[config.mk]
export PLATFORM = sky130hd
export DESIGN_NAME = mcsr_unit
export DESIGN_NICKNAME = d
export VERILOG_FILES = /design/src/design/mcsr_pkg.sv /design/src/design/mcsr_barrel.sv /design/src/design/mcsr_timer.sv /design/src/design/mcsr_unit.sv
export VERILOG_INCLUDE_DIRS = /design/src /design/src/design
export SDC_FILE = /design/constraint.sdc
export NUM_CORES = 1
export LEC_CHECK = 0
export ABC_AREA = 1
export ABC_CLOCK_PERIOD_IN_PS = 10100
export BUFFER_PORTS_ARGS = -buffer_cell sky130_fd_sc_hd__clkbuf_2
export CORE_MARGIN = 4
export CORE_UTILIZATION = 40
export DETAILED_ROUTE_END_ITERATION = 8
export PLACE_DENSITY_LB_ADDON = 0.08
export SLEW_MARGIN = 10
export SYNTH_ARGS = -nofsm -noshare
export SYNTH_HDL_FRONTEND = slang
export SYNTH_HIERARCHICAL = 1
export SYNTH_SLANG_ARGS = --single-unit
[constraint.sdc]
create_clock -name pclk -period 10.1 [get_ports pclk]
set_input_delay 2.02 -clock pclk [delete_from_list [all_inputs] [get_ports pclk]]
set_output_delay 2.02 -clock pclk [all_outputs]
set_load 0.1 [all_outputs]
[src/design/mcsr_consts.svh]
/*
 * Constants of the shift and rotate unit: register offsets, field
 * positions, reset values and timing figures.
 * Assumes it is included by bare name from design files only.
 */
`ifndef MCSR_CONSTS_SVH
`define MCSR_CONSTS_SVH

// ****************************************************************
// Register offsets
// ****************************************************************
`define MCSR_OFF_OPA 8'h00
`define MCSR_OFF_OPB 8'h04
`define MCSR_OFF_CTRL 8'h08
`define MCSR_OFF_RESULT 8'h0c
`define MCSR_OFF_STATUS 8'h10
`define MCSR_OFF_MLC 8'h14

// ****************************************************************
// Control fields
// ****************************************************************
`define MCSR_CTRL_OP_HI 2
`define MCSR_CTRL_OP_LO 0
`define MCSR_CTRL_XFER 4
`define MCSR_CTRL_COND 5
`define MCSR_CTRL_IMM 6
`define MCSR_CTRL_PAGE_HI 13
`define MCSR_CTRL_PAGE_LO 8
`define MCSR_CTRL_DATA_HI 31
`define MCSR_CTRL_DATA_LO 20

// ****************************************************************
// Status fields and reset values
// ****************************************************************
`define MCSR_ST_BUSY 0
`define MCSR_ST_C 1
`define MCSR_ST_V 2
`define MCSR_ST_G 3
`define MCSR_ST_L 4
`define MCSR_RST_WORD 32'h0000_0000
`define MCSR_RST_MLC 16'h0000

// ****************************************************************
// Timing in ns
// ****************************************************************
`define MCSR_CLK_NS 100
`define MCSR_BASE_NS 360
`define MCSR_NOXFER_NS 500
`define MCSR_STEP_NS 60

`endif

[src/design/mcsr_pkg.sv]
/*
 * Types of the shift and rotate unit: operations and control states.
 * Assumes nothing of its surroundings.
 */
package mcsr_pkg;

	// Operation codes held in the control register
	typedef enum logic [2:0] {
		shift_right_logical = 3'h0,
		halfword_right_logical = 3'h1,
		shift_left_arith = 3'h2,
		halfword_left_arith = 3'h3,
		shift_right_arith = 3'h4,
		halfword_right_arith = 3'h5,
		rotate_left = 3'h6,
		rotate_right = 3'h7
	} mcsr_op_t;

	// Control states, Gray coded around the loop
	typedef enum logic [1:0] {
		st_idle = 2'h0,
		st_load = 2'h1,
		st_run = 2'h3,
		st_commit = 2'h2
	} mcsr_state_t;

endpackage

[src/design/mcsr_barrel.sv]
/*
 * Combinational barrel for all shift and rotate operations.
 * Assumes operand and count stay stable while the result is used.
 */
`timescale 1ns/1ps
`default_nettype none
module mcsr_barrel
	import mcsr_pkg::*;
(
	input wire mcsr_op_t op,
	input wire logic [31:0] operand,
	input wire logic [4:0] cnt,
	output logic [31:0] result,
	output logic carry
);

	// ****************************************************************
	// Shifted fields
	// ****************************************************************
	// An extra bit below or above each shift field catches the last bit out;
	// a zero count leaves it clear
	wire [3:0] hc = cnt[3:0];
	wire [32:0] srl_w = {operand, 1'b0} >> cnt;
	wire [31:0] sla_w = {1'b0, operand[30:0]} << cnt;
	wire [32:0] sra_w = $signed({operand, 1'b0}) >>> cnt;
	wire [16:0] halfword_right_logical_w = {operand[15:0], 1'b0} >> hc;
	wire [15:0] halfword_left_arith_w = {1'b0, operand[14:0]} << hc;
	wire [16:0] halfword_right_arith_w = $signed({operand[15:0], 1'b0}) >>> hc;
	wire [63:0] rol_w = {operand, operand} << cnt;
	wire [63:0] ror_w = {operand, operand} >> cnt;

	// Select by operation; carry follows the last bit out of a shift, rotates leave it clear
	always_comb begin
		result = operand;
		carry = 1'b0;
		case (op)
		shift_right_logical: begin
			result = srl_w[32:1];
			carry = srl_w[0];
		end
		halfword_right_logical: begin
			result = {operand[31:16], halfword_right_logical_w[16:1]};
			carry = halfword_right_logical_w[0];
		end
		shift_left_arith: begin
			result = {operand[31], sla_w[30:0]};
			carry = sla_w[31];
		end
		halfword_left_arith: begin
			result = {operand[31:15], halfword_left_arith_w[14:0]};
			carry = halfword_left_arith_w[15];
		end
		shift_right_arith: begin
			result = {operand[31], sra_w[31:1]};
			carry = sra_w[0];
		end
		halfword_right_arith: begin
			result = {operand[31:15], halfword_right_arith_w[15:1]};
			carry = halfword_right_arith_w[0];
		end
		rotate_left: begin
			result = rol_w[63:32];
		end
		rotate_right: begin
			result = ror_w[31:0];
		end
		default: begin
			result = operand;
		end
		endcase
	end

endmodule
`default_nettype wire

[src/design/mcsr_timer.sv]
/*
 * Down counter that paces one operation.
 * Assumes start is a one-cycle pulse while the counter is at zero.
 */
`timescale 1ns/1ps
`default_nettype none
module mcsr_timer #(
	parameter int W = 8
) (
	input wire logic pclk,
	input wire logic presetn,
	input wire logic ce,
	input wire logic start,
	input wire logic [W-1:0] cycles,
	output logic busy,
	output logic done
);

	logic [W-1:0] cnt_reg;
	logic [W-1:0] cnt_next;

	// Load on start, count down to zero otherwise
	assign cnt_next = start ? cycles :
		(cnt_reg != '0) ? cnt_reg - 1'b1 : cnt_reg;
	assign busy = (cnt_reg != '0);
	assign done = (cnt_reg == {{(W-1){1'b0}}, 1'b1});

	always_ff @(posedge pclk or negedge presetn) begin
		if (!presetn) begin
			cnt_reg <= '0;
		end else if (ce) begin
			cnt_reg <= cnt_next;
		end
	end

endmodule
`default_nettype wire

[src/design/mcsr_unit.sv]
/*
 * Shift and rotate unit with an APB register slave. Software loads
 * the operands, writes the control word to start, and reads back the
 * result, the flags and the micro-location counter.
 * Assumes an APB master on pclk and a clock of 100 ns.
 */
// Implementation choices: the APB slave port and the address map.
`timescale 1ns/1ps
`default_nettype none
`include "mcsr_consts.svh"
module mcsr_unit
	import mcsr_pkg::*;
#(
	parameter int AW = 8,
	parameter int TW = 8
) (
	input wire logic pclk,
	input wire logic presetn,
	input wire logic ce,
	input wire logic psel,
	input wire logic penable,
	input wire logic pwrite,
	input wire logic [AW-1:0] paddr,
	input wire logic [31:0] pwdata,
	output logic [31:0] prdata,
	output logic pready,
	output logic pslverr,
	output logic busy
);

	// ****************************************************************
	// Decoding helpers
	// ****************************************************************

	// Halfword forms use a four-bit count and a 16-bit flag field
	function automatic logic is_half(input mcsr_op_t o);
		is_half = (o == halfword_right_logical) ||
			(o == halfword_left_arith) ||
			(o == halfword_right_arith);
	endfunction

	function automatic logic is_rot(input mcsr_op_t o);
		is_rot = (o == rotate_left) || (o == rotate_right);
	endfunction

	// Least time, rounded up to whole clock periods
	function automatic logic [TW-1:0] ns_to_cycles(input logic [15:0] ns);
		logic [15:0] c;
		c = (ns + 16'(`MCSR_CLK_NS - 1)) / 16'(`MCSR_CLK_NS);
		ns_to_cycles = (c == 16'h0) ? TW'(1) : c[TW-1:0];
	endfunction

	// ****************************************************************
	// Registers
	// ****************************************************************
	logic [31:0] opa_reg;
	logic [31:0] opb_reg;
	logic [31:0] ctrl_reg;
	logic [31:0] result_reg;
	logic [15:0] mlc_reg;
	logic c_reg;
	logic v_reg;
	logic g_reg;
	logic l_reg;
	logic [31:0] prdata_reg;
	mcsr_state_t state_reg;
	mcsr_state_t state_next;

	// ****************************************************************
	// Bus decode
	// ****************************************************************
	wire [7:0] a8 = paddr[7:0];
	wire hit_opa = (a8 == `MCSR_OFF_OPA);
	wire hit_opb = (a8 == `MCSR_OFF_OPB);
	wire hit_ctrl = (a8 == `MCSR_OFF_CTRL);
	wire hit_res = (a8 == `MCSR_OFF_RESULT);
	wire hit_st = (a8 == `MCSR_OFF_STATUS);
	wire hit_mlc = (a8 == `MCSR_OFF_MLC);
	wire hi_zero = (AW <= 8) ? 1'b1 : (paddr >> 8) == '0;
	wire mapped = hi_zero &
		(hit_opa | hit_opb | hit_ctrl | hit_res | hit_st | hit_mlc);
	wire ro_hit = hit_res | hit_st;
	// Writes to live registers are refused while an operation runs,
	// so the barrel sees stable inputs without a snapshot copy
	wire locked = (state_reg != st_idle);
	wire access = psel & penable;
	wire bad = ~mapped | (pwrite & (ro_hit | locked));
	wire wr_ok = access & pwrite & ~bad & ce;

	// Zero wait states; clock enable low stalls the bus too
	assign pready = ce;
	assign pslverr = access & bad;
	assign prdata = prdata_reg;
	assign busy = locked;

	// ****************************************************************
	// Control word fields
	// ****************************************************************
	wire mcsr_op_t op_w =
		mcsr_op_t'(ctrl_reg[`MCSR_CTRL_OP_HI:`MCSR_CTRL_OP_LO]);
	wire xfer_w = ctrl_reg[`MCSR_CTRL_XFER];
	wire cond_w = ctrl_reg[`MCSR_CTRL_COND];
	wire imm_w = ctrl_reg[`MCSR_CTRL_IMM];
	wire [5:0] page_w =
		ctrl_reg[`MCSR_CTRL_PAGE_HI:`MCSR_CTRL_PAGE_LO];
	wire [11:0] data_w =
		ctrl_reg[`MCSR_CTRL_DATA_HI:`MCSR_CTRL_DATA_LO];
	wire half_w = is_half(op_w);
	wire rot_w = is_rot(op_w);

	// Immediate forms take the operand from the control word
	wire [31:0] opb_eff = imm_w ? {20'h0, data_w} : opb_reg;
	wire [4:0] cnt_w = opb_eff[4:0];

	// ****************************************************************
	// Datapath
	// ****************************************************************
	logic [31:0] res_w;
	logic carry_w;

	mcsr_barrel u_barrel (
		.op(op_w),
		.operand(opa_reg),
		.cnt(cnt_w),
		.result(res_w),
		.carry(carry_w)
	);

	// Flag field: halfword forms look at bits 15:0 only
	wire fld_sign = half_w ? res_w[15] : res_w[31];
	wire fld_zero = half_w ? (res_w[15:0] == 16'h0) : (res_w == 32'h0);
	wire g_w = ~fld_zero & ~fld_sign;
	wire l_w = fld_sign;

	// Transfer forms exist only for the full-word operations
	wire xfer_form = xfer_w & ~half_w;
	wire skip_w = xfer_form & ~rot_w & cond_w & carry_w;

	// ****************************************************************
	// Micro-location counter update
	// ****************************************************************
	wire [15:0] mlc_load = {mlc_reg[15:6], page_w};
	wire [11:0] mlc_low_inc = mlc_reg[11:0] + 12'h1;
	wire [15:0] mlc_inc = {mlc_reg[15:12], mlc_low_inc};
	// Rotates load the page with no carry test
	wire [15:0] mlc_after = rot_w ? mlc_load :
		(skip_w ? mlc_inc : mlc_load);

	// ****************************************************************
	// Timing
	// ****************************************************************
	// Positions actually moved: four count bits for halfwords
	wire [4:0] n_w = half_w ? {1'b0, cnt_w[3:0]} : cnt_w;
	wire [15:0] base_ns = skip_w ? 16'(`MCSR_NOXFER_NS) :
		16'(`MCSR_BASE_NS);
	wire [15:0] step_ns = 16'(`MCSR_STEP_NS) * {11'h0, n_w};
	wire [15:0] total_ns = base_ns + step_ns;
	wire [TW-1:0] cycles_w = ns_to_cycles(total_ns);

	logic t_busy;
	logic t_done;
	wire t_start = (state_reg == st_load);

	mcsr_timer #(
		.W(TW)
	) u_timer (
		.pclk(pclk),
		.presetn(presetn),
		.ce(ce),
		.start(t_start),
		.cycles(cycles_w),
		.busy(t_busy),
		.done(t_done)
	);

	// ****************************************************************
	// Sequencer
	// ****************************************************************
	// Control write starts; timer paces; one commit cycle stores
	always_comb begin
		state_next = state_reg;
		case (state_reg)
		st_idle: begin
			if (wr_ok & hit_ctrl) begin
				state_next = st_load;
			end
		end
		st_load: begin
			state_next = st_run;
		end
		st_run: begin
			if (t_done | ~t_busy) begin
				state_next = st_commit;
			end
		end
		st_commit: begin
			state_next = st_idle;
		end
		default: begin
			state_next = st_idle;
		end
		endcase
	end

	wire commit = (state_reg == st_commit);

	always_ff @(posedge pclk or negedge presetn) begin
		if (!presetn) begin
			state_reg <= st_idle;
		end else if (ce) begin
			state_reg <= state_next;
		end
	end

	// ****************************************************************
	// Software registers
	// ****************************************************************
	// Operands and control word
	always_ff @(posedge pclk or negedge presetn) begin
		if (!presetn) begin
			opa_reg <= `MCSR_RST_WORD;
			opb_reg <= `MCSR_RST_WORD;
			ctrl_reg <= `MCSR_RST_WORD;
		end else if (wr_ok) begin
			if (hit_opa) begin
				opa_reg <= pwdata;
			end
			if (hit_opb) begin
				opb_reg <= pwdata;
			end
			if (hit_ctrl) begin
				ctrl_reg <= pwdata;
			end
		end
	end

	// Result and flags land together at commit
	always_ff @(posedge pclk or negedge presetn) begin
		if (!presetn) begin
			result_reg <= `MCSR_RST_WORD;
			c_reg <= 1'b0;
			v_reg <= 1'b0;
			g_reg <= 1'b0;
			l_reg <= 1'b0;
		end else if (ce & commit) begin
			result_reg <= res_w;
			c_reg <= carry_w;
			v_reg <= 1'b0;
			g_reg <= g_w;
			l_reg <= l_w;
		end
	end

	// Counter: software may set it while idle, transfers steer it
	always_ff @(posedge pclk or negedge presetn) begin
		if (!presetn) begin
			mlc_reg <= `MCSR_RST_MLC;
		end else if (ce & commit & xfer_form) begin
			mlc_reg <= mlc_after;
		end else if (wr_ok & hit_mlc) begin
			mlc_reg <= pwdata[15:0];
		end
	end

	// ****************************************************************
	// Read path
	// ****************************************************************
	wire [31:0] status_w = {27'h0, l_reg, g_reg, v_reg, c_reg, busy};
	wire [31:0] rd_mux =
		~mapped ? 32'h0 :
		hit_opa ? opa_reg :
		hit_opb ? opb_reg :
		hit_ctrl ? ctrl_reg :
		hit_res ? result_reg :
		hit_st ? status_w :
		{16'h0, mlc_reg};

	// Read data is caught in the setup cycle so it leaves a flop
	always_ff @(posedge pclk or negedge presetn) begin
		if (!presetn) begin
			prdata_reg <= `MCSR_RST_WORD;
		end else if (ce & psel & ~penable & ~pwrite) begin
			prdata_reg <= rd_mux;
		end
	end

endmodule
`default_nettype wire

==> metrics.cfg, run 1 <==
[setup_path]
worstSetupStartpointType = register
slowest_stage = buf_4
required_ns = 10.49
cp_max_fo = 78
worst-setup-path-type = reg -> reg
max_stage_delay_ns = 0.62
r2r_slack_ns = 2.42
crit_path_end_kind = register
rr_worst_depth = 53
cp_common_cell = nand2_1
worst_ep_arrival_time_ns = 8.07

[floorplanning]
start_util_pct = 40.5
rows = 75
io_pins = 81
die_area_sq_mm = 0.0458
die_h_um = 214
coreArea_sq_mm = 0.0419
die_w_um = 214

[drt]
vias_per_cell = 5.79
drc_errors = 0
wire_per_inst_um = 21.5
drt_iter0_markers = 2235
routed_wl_um = 70300
vias = 18900
postRouteAntennaNets = 0
dr.pass1.iters = 9

[grt]
overflow = 0
antenna_found_initial = 1
grt_pass1_vias = 17700
grt_usage_pct = 29.9
grt_pass1_wl_um = 107000
grt_max_degree = 122

[flow_run]
maxCapViolCount = 0

[timing]
finalCritPeriodShare_pct = 76.0
layout_min_cycle_time_ns = 7.68
max_freq_mhz = 130
hold_violations = 0
finalMaxSlewViolations = 0
rsz0062_at_grt = no
worst_slew_pin_slew_ns = 1.11
relSlewSlack_pct = 26.0
skew_ns = 0.0191
finalSetupViolations = 0
final.setup.tns_ns = 0

[synth]
synth.area.top_cells = dfrtp_1, nand2_1, nand3_1
synthesis.instances = 2744
synth-main-ff-cell = dfrtp_1
synth_seq_cells = 189
yosys.area_share.xor_xnor_pct = 0.869
yosysWarnings = 6
synth_top_cell_by_area = dfrtp_1
synth_area_per_cell_sq_um = 6.19
synth_area_sq_mm = 0.0170
yosys.area_share.simple_pct = 44.7
synth_compound_gate_area_share_pct = 14.7
synth_cell_types = 66
yosys.area_share.adder_pct = 2.62
ys_async_sr_fraction_pct = 100
synth_mux_area_share_pct = 0.0589
synth_edf_count = 0
yosysSeqAreaShare_pct = 27.8
synth_top_family_by_area = simple AND/OR/NAND/NOR gates
synth_top_area_share_pct = 27.8

[pwr]
intPower_mw = 1.22
pwr-share-seq_pct = 45.0
switching_share_pct = 32.2
powerDensity_mw_per_mm2 = 99.1
p_switching_uw = 581
vdd_drop_max_uv = 73.5
clkPwrFrac_pct = 38.8
p_comb_share_pct = 16.1
power_leakage_nw = 9.47

[clocking]
clkTransAtPathRegs_ns = 0.09
cts_sinks = 189
cts_made_buffers = 17
clock_path_buffers = 2
hold_buffers = 0
cts_tree = built
worstSkewPairLatency_ns = 0.50
post_cts_buffers = 0
cts_resized = 0
htreeDepth = 4
cts_root_buf = clkbuf_16

[finish]
seq_area_sq_mm = 0.00473
utilization_pct = 43.4
final_layout_size_suffix_gt1_share_pct = 11.6
nets = 2799
fill_cells = 4605
area_delta_synth_final_pct = 7.08
multi_input_area_sq_mm = 0.0108

[hold_path]
hold_path.class = reg -> reg
min_path_cells = 2

[place]
io_buffer_count = 80
dp_hpwl_um = 51900
gp_congestion = 0.990

[run_status]
status = finished clean

## synth_stat cells, types with 3 or more instances
master and count:
nand2_1 968, nand3_1 448, o21ai_0 244, dfrtp_1 189
inv_1 175, nor2_1 110, a21oi_1 85, clkbuf_1 72
nand2_2 69, buf_2 50, nand4_1 30, ha_1 26
o211ai_1 26, o21ai_1 26, inv_2 20, or2_2 17
a32o_1 16, nand2_4 13, nand3_2 13, buf_1 12
nor3_1 12, buf_4 11, xor2_1 10, a22oi_1 8
nor2_2 7, buf_6 6, fa_1 6, nor4_1 6
nand3b_1 5, o21ai_2 5, xnor2_1 5, clkinv_1 4
nor2_4 4, o221ai_1 4, o21bai_1 3
## power groups by stage
stage               logic [mW]  registers (mW)  clock network [mW]
floorplan                0.200           0.828                   0
global placement         0.293           0.825                   0
detailed placement       0.295           0.826                   0
CTS                      0.296           0.812               0.718
global route             0.327           0.815               0.749
finish                   0.291           0.812               0.700
## through the flow
stage / hold slack, ns / area [sq um] / instances / total power [mW] / setup slack (ns)
floorplan: 0.437 / 17000 / 2745 / 1.03 / 2.56
global placement: 0.456 / 17600 / 3241 / 1.12 / 2.70
detailed placement: 0.461 / 17600 / 3241 / 1.12 / 2.53
CTS: 0.480 / 18200 / 3273 / 1.83 / 2.51
global route: 0.499 / 18200 / 3273 / 1.89 / 1.54
finish: 0.477 / 18200 / 3274 / 1.80 / 2.42
## kinds of logic after synthesis
| family | Yosys count |
|---|---|
| fa+ha+maj | 32 |
| compound gates | 438 |
| mux | 1 |
| simple gates | 1709 |
| xor+xnor | 16 |
| buf+inv | 358 |
| other cells | 1 |
| flops | 189 |
## final cells by class
cell class / count / share of cell area, %
Clock buffer: 19 / 2.43
Timing Repair Buffer: 113 / 3.61
Antenna cell: 1 / 0.0138
Inverter: 202 / 4.24
Clock inverter: 13 / 0.818
Sequential cell: 189 / 26.0
Multi-Input combinational cell: 2198 / 59.2
Tap cell: 539 / 3.71
## path summary, 6_finish.rpt
path / startpoint / endpoint
worst max-delay path: ctrl_reg[6] / u_timer/cnt_reg[0]
worst min-delay path: result_reg[17] / result_reg[17]
worst max register to register: ctrl_reg[6] / u_timer/cnt_reg[0]
worst min register to register: result_reg[17] / result_reg[17]
max in group asynchronous: presetn / state_reg[0]
min in group asynchronous: presetn / prdata[18]
## critical path, delay by kind of cell (launching register included)
kind,cells,cell delay [ns]
simple gates,38,3.53
buf+inv,8,1.90
fa+ha+maj,3,0.88
compound gates,4,0.66
flops,1,0.51
## placed cells by master, fill, tap and decap left out, drive strengths merged, types with 13 or more instances in the layout
cell	netlist	final
clkbuf	73	99
a32o	16	16
nand3	462	462
ha	26	26
nor2	121	121
buf	83	33
inv	198	204
a21oi	88	88
o21ai	275	275
nand4	31	31
nand2	1050	1050
o211ai	27	27
nor3	13	13
dfrtp	189	189
or2	19	19
## layer usage
metal	vias to the layer above	part of all wire, %	global-route usage, %
met5	-	0.018	0
met4	2	4.5	12.9
met3	146	8.1	5.38
met2	794	44	45.9
met1	8982	44	41.7
li1	9024	-	-
(Power assumes the default switching activity.)
==> run 2, diff against run 1 <==
--- a/config.mk
+++ b/config.mk
@@ -7,7 +7,7 @@
 export NUM_CORES = 1
 export LEC_CHECK = 0
 export ABC_AREA = 1
-export ABC_CLOCK_PERIOD_IN_PS = 10100
+export ABC_CLOCK_PERIOD_IN_PS = 7700
 export BUFFER_PORTS_ARGS = -buffer_cell sky130_fd_sc_hd__clkbuf_2
 export CORE_MARGIN = 4
 export CORE_UTILIZATION = 40
==> constraint.sdc (replaced) <==
create_clock -name pclk -period 7.7 [get_ports pclk]
set_input_delay 1.54 -clock pclk [delete_from_list [all_inputs] [get_ports pclk]]
set_output_delay 1.54 -clock pclk [all_outputs]
set_load 0.1 [all_outputs]
==> metrics.cfg, run 2 (synthesized netlist as in run 1, its figures left out) <==
[clocking]
cts_resized = 0  ; unchanged
cts_tree = built
cts_sinks = 189  ; unchanged
post_cts_buffers = 0  ; unchanged
worstSkewPairLatency_ns = 0.46  ; -0.04 ns
cts_made_buffers = 17  ; unchanged
cts_root_buf = clkbuf_16
hold_buffers = 0  ; unchanged
clock_path_buffers = 2  ; unchanged
clkTransAtPathRegs_ns = 0.07  ; -0.02 ns
htreeDepth = 4  ; unchanged

[grt]
grt_usage_pct = 30.6  ; +0.64 points
grt_max_degree = 129  ; +5.7%
grt_pass1_vias = 17800  ; +0.69%
overflow = 0  ; unchanged
use_met2_pct = 48.0  ; +2.1 points
grt-busiest-layer = met2
met1_usage_pct = 43.1  ; +1.4 points
antenna_found_initial = 1  ; unchanged
grt_pass1_wl_um = 110000  ; +1.9%
met3_usage_pct = 4.18  ; -1.2 points

[place]
dp_hpwl_um = 53800  ; +3.8%
io_buffer_count = 80  ; unchanged
dpl_cell_area_sq_mm = 0.0177  ; +0.33%
gp_congestion = 0.989  ; -0.10%

[drt]
vias_per_cell = 5.81  ; +0.42%
routed_wl_um = 72300  ; +2.8%
dr.pass1.iters = 8  ; -1
drt_iter0_markers = 2283  ; +2.1%
vias = 19100  ; +0.64%
wire_per_inst_um = 22.0  ; +2.6%
drc_errors = 0  ; unchanged
postRouteAntennaNets = 0  ; unchanged

[finish]
fill_cells = 4632  ; +0.59%
final_common_cell = nand2_1
seq_area_sq_mm = 0.00473  ; unchanged
stdcell_area_sq_mm = 0.0182  ; +0.17%
final_layout_size_suffix_gt1_share_pct = 11.9  ; +0.26 points
area_delta_synth_final_pct = 7.26
diodes = 0  ; -1
utilization_pct = 43.4  ; +0.072 points
multi_input_area_sq_mm = 0.0108  ; about the same
nets = 2807  ; +0.29%
layout_common_cells = nand2_1, nand3_1, o21ai_0

[timing]
finalCritPeriodShare_pct = 89.1  ; +13 points
final.setup.tns_ns = 0  ; unchanged
worst_slew_pin_slew_ns = 1.16  ; +0.0566 ns
finalSetupViolations = 0  ; unchanged
max_freq_mhz = 146  ; +12%
finalMaxSlewViolations = 0  ; unchanged
relSlewSlack_pct = 22.3  ; -3.6 points
hold_violations = 0  ; unchanged
layout_min_cycle_time_ns = 6.86  ; -0.811 ns
rsz0062_at_grt = no
skew_ns = 0.0121  ; -0.00704 ns

[setup_path]
rr_worst_depth = 49  ; -7.5%
cp_common_cell = nand2_1
worstReg2RegStart = ctrl_reg[6]
max_stage_delay_ns = 0.52  ; -0.10 ns
slowest_stage = dfrtp_1
worstSetupStartpoint = ctrl_reg[6]
worstSetupStartpointType = register
worst_ep_arrival_time_ns = 7.22  ; -0.85 ns
worst-setup-path-type = reg -> reg
cp_max_fo = 22  ; -72%
required_ns = 8.05  ; -2.44 ns
crit_path_end_kind = register

[pwr]
switching_share_pct = 32.1  ; -0.12 points
power_leakage_nw = 9.48  ; +0.15%
p_switching_uw = 743  ; +28%
powerDensity_mw_per_mm2 = 127  ; +28%
intPower_mw = 1.57  ; +29%
clkPwrFrac_pct = 37.6  ; -1.2 points
p_comb_share_pct = 16.5  ; +0.4 points
pwr-share-seq_pct = 46.0  ; +1.0 points
vdd_drop_max_uv = 141  ; +91%

[floorplanning]
start_util_pct = 40.5  ; unchanged
io_pins = 81  ; unchanged
coreArea_sq_mm = 0.0419  ; unchanged
die_area_sq_mm = 0.0458  ; unchanged
die_h_um = 214  ; unchanged
rows = 75  ; unchanged
die_w_um = 214  ; unchanged

[hold_path]
hold_path.class = reg -> reg
min_path_cells = 2  ; unchanged
hold_start = result_reg[23]

[flow_run]
maxCapViolCount = 0  ; unchanged

[run_status]
status = finished clean

[run 2: cell count changes in the layout (fill, tap and decap cells not counted), moves of 2 or more]
cell,before,now
buf_4,33,41
clkinvlp_4,0,4
inv_6,3,0
inv_8,5,3
[run 2: final timing paths]
check / to / slack, ns
setup / recovery: u_timer/cnt_reg[0] / 0.84
hold reg to reg: result_reg[23] / 0.48
hold / removal: result_reg[23] / 0.48
max in group asynchronous: state_reg[0] / 4.99
setup reg to reg: u_timer/cnt_reg[0] / 0.84
min in group asynchronous: prdata[18] / 1.24
[run 2: critical path, delay by kind of cell (launching register included)]
kind	cells	cell delay (ns)
and+or+nand+nor	36	3.40
xor gates and xnor gates	1	0.26
adders and majority gates	3	0.89
DFF	1	0.52
AOI/OAI and AO/OA	4	0.95
buffers and inverters	5	0.73
[run 2: final cells by class]
cell class                 count  share of cell area, %
multi-input combinational   2198                   59.1
sequential                   189                   26.0
inverter                     202                   4.24
timing repair buffer         121                   3.93
tap                          539                   3.70
clock buffer                  19                   2.49
clock inverter                13                  0.625
[run 2: layer usage]
layer	vias up	share of wire [%]	wire (um)
li1	9028	-	-
met1	9120	44	32100
met2	785	45	32200
met3	136	6.9	4960
met4	0	4.1	2970
met5	-	0	0
[run 2: stage by stage]
step	setup WS [ns]	instances	hold slack, ns	power (mW)
5_1_grt	0.0669	3281	0.503	2.44
4_1_cts	0.878	3281	0.477	2.35
6_report	0.835	3281	0.475	2.32
3_3_place_gp	1.11	3249	0.458	1.47
3_5_place_dp	0.912	3249	0.458	1.47
2_1_floorplan	1.12	2745	0.437	1.35
[run 2: power groups by stage]
stage	sequential, mW	combinational [mW]	clock, mW
4_1_cts	1.06	0.388	0.894
3_5_place_dp	1.08	0.387	0
5_1_grt	1.07	0.431	0.934
2_1_floorplan	1.09	0.262	0
3_3_place_gp	1.08	0.386	0
6_report	1.06	0.381	0.870
